$ cat src/logic/jam_consts.svh
// Overview of operation
// - Condition code reads Normal 0, Start 1, Trip 2, Blocked 3.
// - Expected operating time in 5 ms steps, follows highest current in inverse mode.
// - Signed time remaining to trip counts down during a timed fault, 5 ms steps.
// - Ratio of highest phase current to pick-up setting reported continuously, 0.01 steps.
// - Blocking input sampled once at the start of each processing cycle.
// - Pick-up without blocking asserts START and starts operate timing.
// - Pick-up while blocked asserts BLOCKED and nothing further happens.
// - START on during operate timing clears when blocking arrives; once tripped, blocking is ignored.
// - Blocking raises a display event and a stamped event with currents and fault type.
// - ON and OFF events for START, TRIP, BLOCKED, each filtered by selection.
// - Every event carries a time stamp and process data.
// - Latest twelve stamped records of START, TRIP or BLOCKED ON data kept.
// - Record holds time, event, fault type, three currents, remaining time, group.
`ifndef JAM_CONSTS_SVH
`define JAM_CONSTS_SVH
`define COND_NORMAL   2'h0
`define COND_START    2'h1
`define COND_TRIP     2'h2
`define COND_BLOCKED  2'h3
`define EV_START_ON   3'h0
`define EV_START_OFF  3'h1
`define EV_TRIP_ON    3'h2
`define EV_TRIP_OFF   3'h3
`define EV_BLOCK_ON   3'h4
`define EV_BLOCK_OFF  3'h5
`define SEL_ON_BIT    0
`define SEL_OFF_BIT   1
`define REC_DEPTH     12
`define TIME_STEP_MS  5
`define TIME_MAX_TICK 24'h057e40
`define RATIO_SCALE   100
`endif

$ cat src/logic/jam_pkg.sv
package jam_pkg;
  typedef logic [63:0] stamp_t;
  typedef struct packed {
    logic [15:0] i_pre20;
    logic [15:0] i_now;
    logic [15:0] i_pre200;
    logic [2:0]  fault_type;
    logic [2:0]  group;
  } pdata_t;
  typedef struct packed {
    stamp_t      stamp;
    logic [2:0]  code;
    pdata_t      pdata;
    logic [23:0] remain;
  } event_t;
endpackage

$ cat src/logic/jam_record_store.sv
`timescale 1ns/1ps
`default_nettype none
`include "jam_consts.svh"
module jam_record_store #(
  parameter int DEPTH = `REC_DEPTH
) (
  // Clock and reset
  input  wire logic             i_clk,
  input  wire logic             i_nrst,
  // Write side
  input  wire logic             i_wr,
  input  var  jam_pkg::event_t  i_rec,
  // Read side, index 0 is newest
  input  wire logic [3:0]       i_rd_idx,
  output var  jam_pkg::event_t  o_rd_rec,
  output logic [3:0]            o_count
);
  jam_pkg::event_t  mem [DEPTH];
  logic [3:0]       wp_r;
  logic [3:0]       cnt_r;
  logic [3:0]       rd_slot;

  always_ff @(posedge i_clk) begin
    if (i_wr) begin
      mem[wp_r] <= i_rec;
    end
  end

  always_ff @(posedge i_clk) begin
    if (!i_nrst) begin
      wp_r  <= 4'h0;
      cnt_r <= 4'h0;
    end else if (i_wr) begin
      wp_r <= (wp_r == 4'(DEPTH - 1)) ? 4'h0 : wp_r + 4'h1;
      if (cnt_r != 4'(DEPTH)) begin
        cnt_r <= cnt_r + 4'h1;
      end
    end
  end

  always_comb begin
    rd_slot = (wp_r > i_rd_idx) ? wp_r - i_rd_idx - 4'h1 : 4'(DEPTH) + wp_r - i_rd_idx - 4'h1;
  end

  always_ff @(posedge i_clk) begin
    if (!i_nrst) begin
      o_rd_rec <= '0;
    end else if (i_rd_idx < cnt_r) begin
      o_rd_rec <= mem[rd_slot];
    end else begin
      o_rd_rec <= '0;
    end
  end

  assign o_count = cnt_r;
endmodule
`default_nettype wire

$ cat src/logic/jam_status.sv
`timescale 1ns/1ps
`default_nettype none
`include "jam_consts.svh"
module jam_status #(
  parameter int DEPTH = `REC_DEPTH
) (
  // Clock and reset
  input  wire logic              i_clk,
  input  wire logic              i_nrst,
  // Program cycle and measurement
  input  wire logic              i_cycle_start,
  input  wire logic              i_pickup,
  input  wire logic              i_block,
  input  wire logic              i_idmt_mode,
  input  wire logic [23:0]       i_op_time,
  input  wire logic [23:0]       i_idmt_time,
  input  wire logic [15:0]       i_i_max,
  input  wire logic [15:0]       i_i_set,
  input  var  jam_pkg::pdata_t   i_pdata,
  input  var  jam_pkg::stamp_t   i_stamp,
  // Event selection, two bits per event: ON, OFF
  input  wire logic [11:0]       i_ev_sel,
  // Record readback
  input  wire logic [3:0]        i_rd_idx,
  output var  jam_pkg::event_t   o_rd_rec,
  output logic [3:0]             o_rec_count,
  // Status outputs
  output logic                   o_start,
  output logic                   o_trip,
  output logic                   o_blocked,
  output logic [1:0]             o_jam_condition_code,
  output logic [23:0]            o_expected_time,
  output logic signed [24:0]     o_remaining,
  output logic [15:0]            o_ratio,
  // Event outputs
  output logic                   o_disp_event,
  output logic                   o_ev_valid,
  output var  jam_pkg::event_t   o_event
);
  typedef enum logic [3:0] {
    ST_IDLE    = 4'b0001,
    ST_TIMING  = 4'b0010,
    ST_TRIPPED = 4'b0100,
    ST_BLOCKED = 4'b1000
  } st_t;

  st_t          st_r, st_nxt;
  logic         blk_r;
  logic         blk_cur;
  logic         prev_start_r, prev_trip_r, prev_blk_r;
  logic [23:0]  exp_nxt;
  logic signed [24:0] rem_r;
  logic [5:0]   ev_pend;
  logic [5:0]   ev_fire;
  logic [5:0]   ev_all;
  logic [5:0]   ev_pick;
  logic [5:0]   ev_left_r;
  logic [31:0]  ratio_full;
  logic [2:0]   ev_code;
  logic         rec_wr;
  jam_pkg::event_t ev_nxt;

  function automatic logic is_on_event(input logic [2:0] c);
    return (c == `EV_START_ON) || (c == `EV_TRIP_ON) || (c == `EV_BLOCK_ON);
  endfunction

  // Block latched only at cycle start so a mid-cycle edge cannot split a decision
  always_ff @(posedge i_clk) begin
    if (!i_nrst) begin
      blk_r <= 1'b0;
    end else if (i_cycle_start) begin
      blk_r <= i_block;
    end
  end

  // The block seen at this cycle start decides this cycle, not the one before
  assign blk_cur = i_cycle_start ? i_block : blk_r;

  always_comb begin
    st_nxt = st_r;
    unique case (st_r)
      ST_IDLE: begin
        if (i_pickup && blk_cur) begin
          st_nxt = ST_BLOCKED;
        end else if (i_pickup) begin
          st_nxt = ST_TIMING;
        end
      end
      ST_TIMING: begin
        if (blk_cur) begin
          st_nxt = ST_BLOCKED;
        end else if (!i_pickup) begin
          st_nxt = ST_IDLE;
        end else if (rem_r <= 25'sd0) begin
          st_nxt = ST_TRIPPED;
        end
      end
      ST_TRIPPED: begin
        if (!i_pickup) begin
          st_nxt = ST_IDLE;
        end
      end
      ST_BLOCKED: begin
        if (!blk_cur) begin
          st_nxt = i_pickup ? ST_TIMING : ST_IDLE;
        end
      end
      default: st_nxt = ST_IDLE;
    endcase
  end

  always_ff @(posedge i_clk) begin
    if (!i_nrst) begin
      st_r <= ST_IDLE;
    end else if (i_cycle_start) begin
      st_r <= st_nxt;
    end
  end

  assign o_start   = (st_r == ST_TIMING) || (st_r == ST_TRIPPED);
  assign o_trip    = (st_r == ST_TRIPPED);
  assign o_blocked = (st_r == ST_BLOCKED);

  always_comb begin
    unique case (st_r)
      ST_TIMING:  o_jam_condition_code = `COND_START;
      ST_TRIPPED: o_jam_condition_code = `COND_TRIP;
      ST_BLOCKED: o_jam_condition_code = `COND_BLOCKED;
      default:    o_jam_condition_code = `COND_NORMAL;
    endcase
  end

  // Times are counted in 5 ms ticks, one tick per program cycle
  always_comb begin
    exp_nxt = i_idmt_mode ? i_idmt_time : i_op_time;
    if (exp_nxt > `TIME_MAX_TICK) begin
      exp_nxt = `TIME_MAX_TICK;
    end
  end

  always_ff @(posedge i_clk) begin
    if (!i_nrst) begin
      o_expected_time <= 24'h0;
    end else if (i_cycle_start) begin
      // Held between cycle starts so the inverse-mode re-base sees the whole step
      o_expected_time <= exp_nxt;
    end
  end

  // In inverse mode the remainder is re-based when the expected time moves
  always_ff @(posedge i_clk) begin
    if (!i_nrst) begin
      rem_r <= 25'sd0;
    end else if (i_cycle_start) begin
      if (st_r == ST_TIMING && st_nxt == ST_TIMING) begin
        rem_r <= rem_r - 25'sd1 + (i_idmt_mode ? $signed({1'b0, exp_nxt}) - $signed({1'b0, o_expected_time})
                                               : 25'sd0);
      end else if (st_nxt == ST_TIMING) begin
        rem_r <= $signed({1'b0, exp_nxt});
      end else if (st_nxt != ST_TRIPPED) begin
        rem_r <= 25'sd0;
      end
    end
  end
  assign o_remaining = rem_r;

  // Combinational divide for the ratio: only a reporting value, so a slow iterative divide is not worth it
  assign ratio_full = (32'(i_i_max) * `RATIO_SCALE) / 32'((i_i_set == 16'h0) ? 16'h1 : i_i_set);

  // Saturates instead of wrapping when the ratio outgrows the port
  always_ff @(posedge i_clk) begin
    if (!i_nrst) begin
      o_ratio <= 16'h0;
    end else if (i_i_set == 16'h0 || ratio_full > 32'h0000ffff) begin
      o_ratio <= 16'hffff;
    end else begin
      o_ratio <= ratio_full[15:0];
    end
  end

  always_ff @(posedge i_clk) begin
    if (!i_nrst) begin
      prev_start_r <= 1'b0;
      prev_trip_r  <= 1'b0;
      prev_blk_r   <= 1'b0;
    end else begin
      prev_start_r <= o_start;
      prev_trip_r  <= o_trip;
      prev_blk_r   <= o_blocked;
    end
  end

  assign ev_pend = {prev_blk_r & ~o_blocked, ~prev_blk_r & o_blocked,
                    prev_trip_r & ~o_trip, ~prev_trip_r & o_trip,
                    prev_start_r & ~o_start, ~prev_start_r & o_start};

  // Selection filters only the event output; record store still gets all ON data
  always_comb begin
    for (int k = 0; k < 6; k++) begin
      ev_fire[k] = ev_pick[k] & i_ev_sel[2*k + ((k % 2 == 0) ? `SEL_ON_BIT : `SEL_OFF_BIT)];
    end
  end

  // Coinciding edges are queued and sent one per clock, lowest code first
  assign ev_all = ev_left_r | ev_pend;

  always_comb begin
    ev_code = `EV_START_ON;
    for (int k = 5; k >= 0; k--) begin
      if (ev_all[k]) begin
        ev_code = 3'(k);
      end
    end
    ev_pick       = (|ev_all) ? (6'h01 << ev_code) : 6'h00;
    ev_nxt.stamp  = i_stamp;
    ev_nxt.code   = ev_code;
    ev_nxt.pdata  = i_pdata;
    ev_nxt.remain = rem_r[24] ? 24'h0 : rem_r[23:0];
    rec_wr        = (|ev_all) && is_on_event(ev_code);
  end

  // Limitation: an event raised again before it drains merges with the queued one
  always_ff @(posedge i_clk) begin
    if (!i_nrst) begin
      ev_left_r <= 6'h00;
    end else begin
      ev_left_r <= ev_all & ~ev_pick;
    end
  end

  always_ff @(posedge i_clk) begin
    if (!i_nrst) begin
      o_ev_valid   <= 1'b0;
      o_event      <= '0;
      o_disp_event <= 1'b0;
    end else begin
      o_ev_valid   <= |ev_fire;
      o_event      <= ev_nxt;
      o_disp_event <= ev_pend[`EV_BLOCK_ON];
    end
  end

  jam_record_store #(
    .DEPTH (DEPTH)
  ) u_store (
    .i_clk    (i_clk),
    .i_nrst   (i_nrst),
    .i_wr     (rec_wr),
    .i_rec    (ev_nxt),
    .i_rd_idx (i_rd_idx),
    .o_rd_rec (o_rd_rec),
    .o_count  (o_rec_count)
  );
endmodule
`default_nettype wire

$ cat config.mk
export PLATFORM = sky130hd
export DESIGN_NAME = jam_status
export DESIGN_NICKNAME = d
export VERILOG_FILES = /design/src/logic/jam_pkg.sv /design/src/logic/jam_record_store.sv /design/src/logic/jam_status.sv
export VERILOG_INCLUDE_DIRS = /design/src /design/src/logic
export SDC_FILE = /design/constraint.sdc
export NUM_CORES = 2
export LEC_CHECK = 0
export BUFFER_PORTS_ARGS = -buffer_cell sky130_fd_sc_hd__buf_4
export CELL_PAD_IN_SITES_DETAIL_PLACEMENT = 0
export CELL_PAD_IN_SITES_GLOBAL_PLACEMENT = 1
export CORE_MARGIN = 2
export CORE_UTILIZATION = 55
export DETAILED_ROUTE_END_ITERATION = 10
export PLACE_DENSITY = 0.93
export SLEW_MARGIN = 20
export SYNTH_ARGS = -nofsm -noshare
export SYNTH_HDL_FRONTEND = slang
export SYNTH_SLANG_ARGS = --single-unit
$ cat constraint.sdc
create_clock -name i_clk -period 138.7 [get_ports i_clk]
set_input_delay 13.87 -clock i_clk [delete_from_list [all_inputs] [get_ports i_clk]]
set_output_delay 13.87 -clock i_clk [all_outputs]
set_load 0.01 [all_outputs]
==> results.md <==
- Detailed routing placed a total of 18320 µm of wire on met3.
- The kind of critical path is in -> reg.
- The I/O pin total is around 590.
- The pre-antenna-repair detailed-routing pass consisted of 11 iterations.
- The largest individual stage delay along the critical path comes from the cell a41oi_1.
- For the worst-skew pair, the clock arrives at the later sink with an insertion delay of 850 ps.
- Clock-pin slew was measured on the worst setup and hold paths at roughly 60 ps.
- The floorplan step defined a die boundary enclosing approximately 0.19 mm².
- The first global-routing pass estimated 419300 µm of wire.
- The number of slew-limit violations in the final report came to 0.
- The total cell area at the placement stage is 0.1112 mm².
- The nature of the critical path startpoint is a primary input.
- The most used flip-flop cell after synthesis is edfxtp_1.
- The setup violation total in the final timing report is 0.
- The netlist uses around 130 different library cells.
- The die is approximately 440 µm tall.
- The final instance area is 0.1176 mm².
- The synthesized netlist occupies a cell area of 0.1039 mm².
- The worst-case clock buffer depth is 3.
- The class of the worst hold path is reg -> reg.
- In this run, the number of DRC markers left after iteration 0 of detailed routing was 6278.
- Routed signal wires occupy layers up through met4.
- The worst setup path is captured at a flip-flop.
- The number of hold violations in the final report is 0.
- The fraction of registers with async set/reset is 0.
- Dividing the detail-routed wire length by the instance count gives 25.72 µm.
- The largest stage delay on the critical path is 880 ps.
- The count of hold buffers inserted by post-cts repair is 0.
- The beginning of the worst hold path is o_expected_time[23]$_SDFFE_PN0P_.
- The register bit total from synthesis is 2119.
- Clock tree synthesis selected as its root buffer the cell clkbuf_16.
- In this run the post-CTS setup repair buffer count came out at 0.
- The number of antenna violations at the first check in global routing came to 4.
- The number of instances resized during post-cts repair is 0.
- The maximum clock skew at final layout is 68.55 ps.
- Across every metal layer, demand over resource in global routing totals 0.2852.
- The effective utilization at floorplan is 0.5535.
- In this run, synthesis inferred 1740 flip-flops with an integrated enable.
- The final sum of negative setup slack is 0 ps.
- The total buffers and inverters traversed by the critical path is 15.
- The share of synthesized area occupied by flip-flops and latches is 0.5757.
- The H-tree generated during clock tree synthesis spans 4 levels.
- The mean instance size in the synthesized netlist is 13.65 µm².
- The checks that failed: design-rule violations.
- The data arrival time of the critical path is 110970 ps.
- After detailed routing, the total wire length is 278800 µm.
- The max capacitance violation total is 0.
- The final route contains 68500 vias.
- The area of the core region is roughly 0.19 mm².
- The transition time at the pin with the least slew margin is 1198 ps.
- The worst register-to-register path begins at o_expected_time[0]$_SDFFE_PN0P_.
- Measured along the x axis, the die boundary spans roughly 440 µm.
- The library cell appearing most often on the critical path is o21a_1.
- In this run the worst setup path begins at i_i_set[13].
- Detailed placement ended at an HPWL of between 150000 and 200000 µm.
- The total global routing overflow is 0.
- The run finished, with violations left.
- The minimum period implied by the final worst setup slack is 110320 ps.
- The maximum clock frequency is 9.064 MHz.
- Dividing the final minimum period by the clock period gives 0.7954.
- The antenna violation net count after detailed routing is 0.
- The number of instances in the synthesized netlist is 7612.
- The post-synthesis to final-layout area growth is 13.15%.
- The standard-cell row count is around 160.
- In the final routing, the length of wire on met1 measures 104600 µm.
- Data on the critical path is required at its endpoint by between 100000 and 150000 ps.
- For this run, design rule violations remaining after detail routing come to 40.
- In this run the tightest slew margin relative to its limit is 0.2017.
- The kind of cell with the highest combined delay along the critical path is compound AO/OA/AOI/OAI gates.
- The number of sinks handled by clock tree synthesis is 2119.
- The total number of nets in the final design is approximately 8900.
- The fraction of final layout cells with drive strength greater than 1 is 0.1966.
- In the layout the commonest cells are 1740 x edfxtp_1, 650 x buf_4, 579 x nor2_1.
- Entering global routing, the biggest net connects 150 pins.
- The number of global-route vias before repair is 68800.
- Leaving out fill and tap cells, the most frequent cell in the layout is edfxtp_1.
- The number of buffers created by CTS is 189.
- The met2 wirelength from detailed routing is 142500 µm.
- TritonCTS built the clock tree.
- In this run the tool buffered the top-level ports with about 580 buffer cells.
- The number of synthesis warnings is 0.
- The congestion estimate from routability-driven global placement came to roughly 0.9.
- Of all nets on the critical path, the largest fanout is 37.
- For this run, the share of the core covered by cells in the final layout is 0.6262.
- The via density per instance is 6.319.
- Setup repair after global routing left no endpoint under its margin.
[per-stage QoR]
step	hold WS, ps	instances	worst slack, ps
2_1_floorplan	457.2	7626	39180
3_3_place_gp	465.3	10480	29910
5_1_grt	507.4	10840	20590
3_5_place_dp	467.7	10480	28800
4_1_cts	485.6	10840	29380
6_report	480.3	10840	28380
[worst paths after layout]
check	slack [ps]	cells after the start	to
setup / recovery	28380	384	o_ratio[0]$_SDFF_PN0_
hold / removal	480	2	o_expected_time[23]$_SDFFE_PN0P_
setup reg to reg	132280	35	o_remaining[24]$_SDFFE_PN0P_
hold reg to reg	480	2	o_expected_time[23]$_SDFFE_PN0P_
[logic make-up after synthesis]
logic type | count (synthesis) | synth area share
AO/OA/AOI/OAI | 1502 | 0.1003
adder cells (fa/ha/maj) | 550 | 0.06739
flip-flops | 2119 | 0.5757
multiplexers | 740 | 0.1248
other | 1 | 0.00003608
AND/OR/NAND/NOR | 1857 | 0.08856
buffers and inverters | 586 | 0.02145
XOR/XNOR | 257 | 0.02173
[registers in the layout, summed over array words and instances (netlist names)]
register,count
prev_blk_r,1
o_ratio,16
o_event,145
u_store.o_rd_rec,145
o_disp_event,1
blk_r,1
ev_left_r,6
u_store.o_count,4
st_r,4
o_remaining,25
u_store.wp_r,4
prev_start_r,1
prev_trip_r,1
o_expected_time,24
u_store.mem,1740
o_ev_valid,1
[worst min-delay path, stage by stage (launching register included)]
cell	delay, ps
dfxtp_1	310
inv_1	70
nor3_1	50
[cells in the mapped netlist, drive strengths merged, types with 17 or more instances]
cell	instances	area (µm²)
edfxtp	1740	52250
nor2	584	2202
ha	531	6644
mux4	435	9797
dfxtp	379	7587
nand2	350	1314
a21oi	319	1608
inv	281	1055
clkbuf	254	953.4
nor3	250	1287
a211oi	210	1592
mux2i	207	2076
o21ai	205	1037
o21a	199	1494
and2	183	1146
xnor2	166	1461
mux2	98	1104
o31ai	92	695.7
a21o	91	683.2
xor2	91	797.0
nand3	90	468.0
nand2b	61	381.6
o21bai	56	420.4
or2	53	331.6
buf	51	221.5
and3	45	281.5
nor2b	45	281.5
nand4	41	269.0
nor4	37	286.5
or3	37	231.5
a31oi	36	246.5
o211ai	31	242.7
a22oi	25	187.7
o22ai	23	150.1
a21boi	21	157.6
fa	17	340.3
or4	17	127.6
[per-layer routing]
layer	up-vias	track usage
met4	0	0.1279
met3	588	0.03718
met5	-	0
met1	34170	0.3515
met2	3085	0.5012
li1	30660	-
[final cells by class]
class                      count  area [µm²]
fill                       13220       70190
sequential                  2119       59840
multi-input combinational   4921       42080
clock buffer                 254        5196
timing repair buffer         661        5100
tap                         2495        3122
clock inverter               105        1206
inverter                     281        1057
antenna                        4       10.01
Power is left out: the tool's default activity adds up to more than one toggle a clock period on the data nets, which glitch-free logic cannot reach.
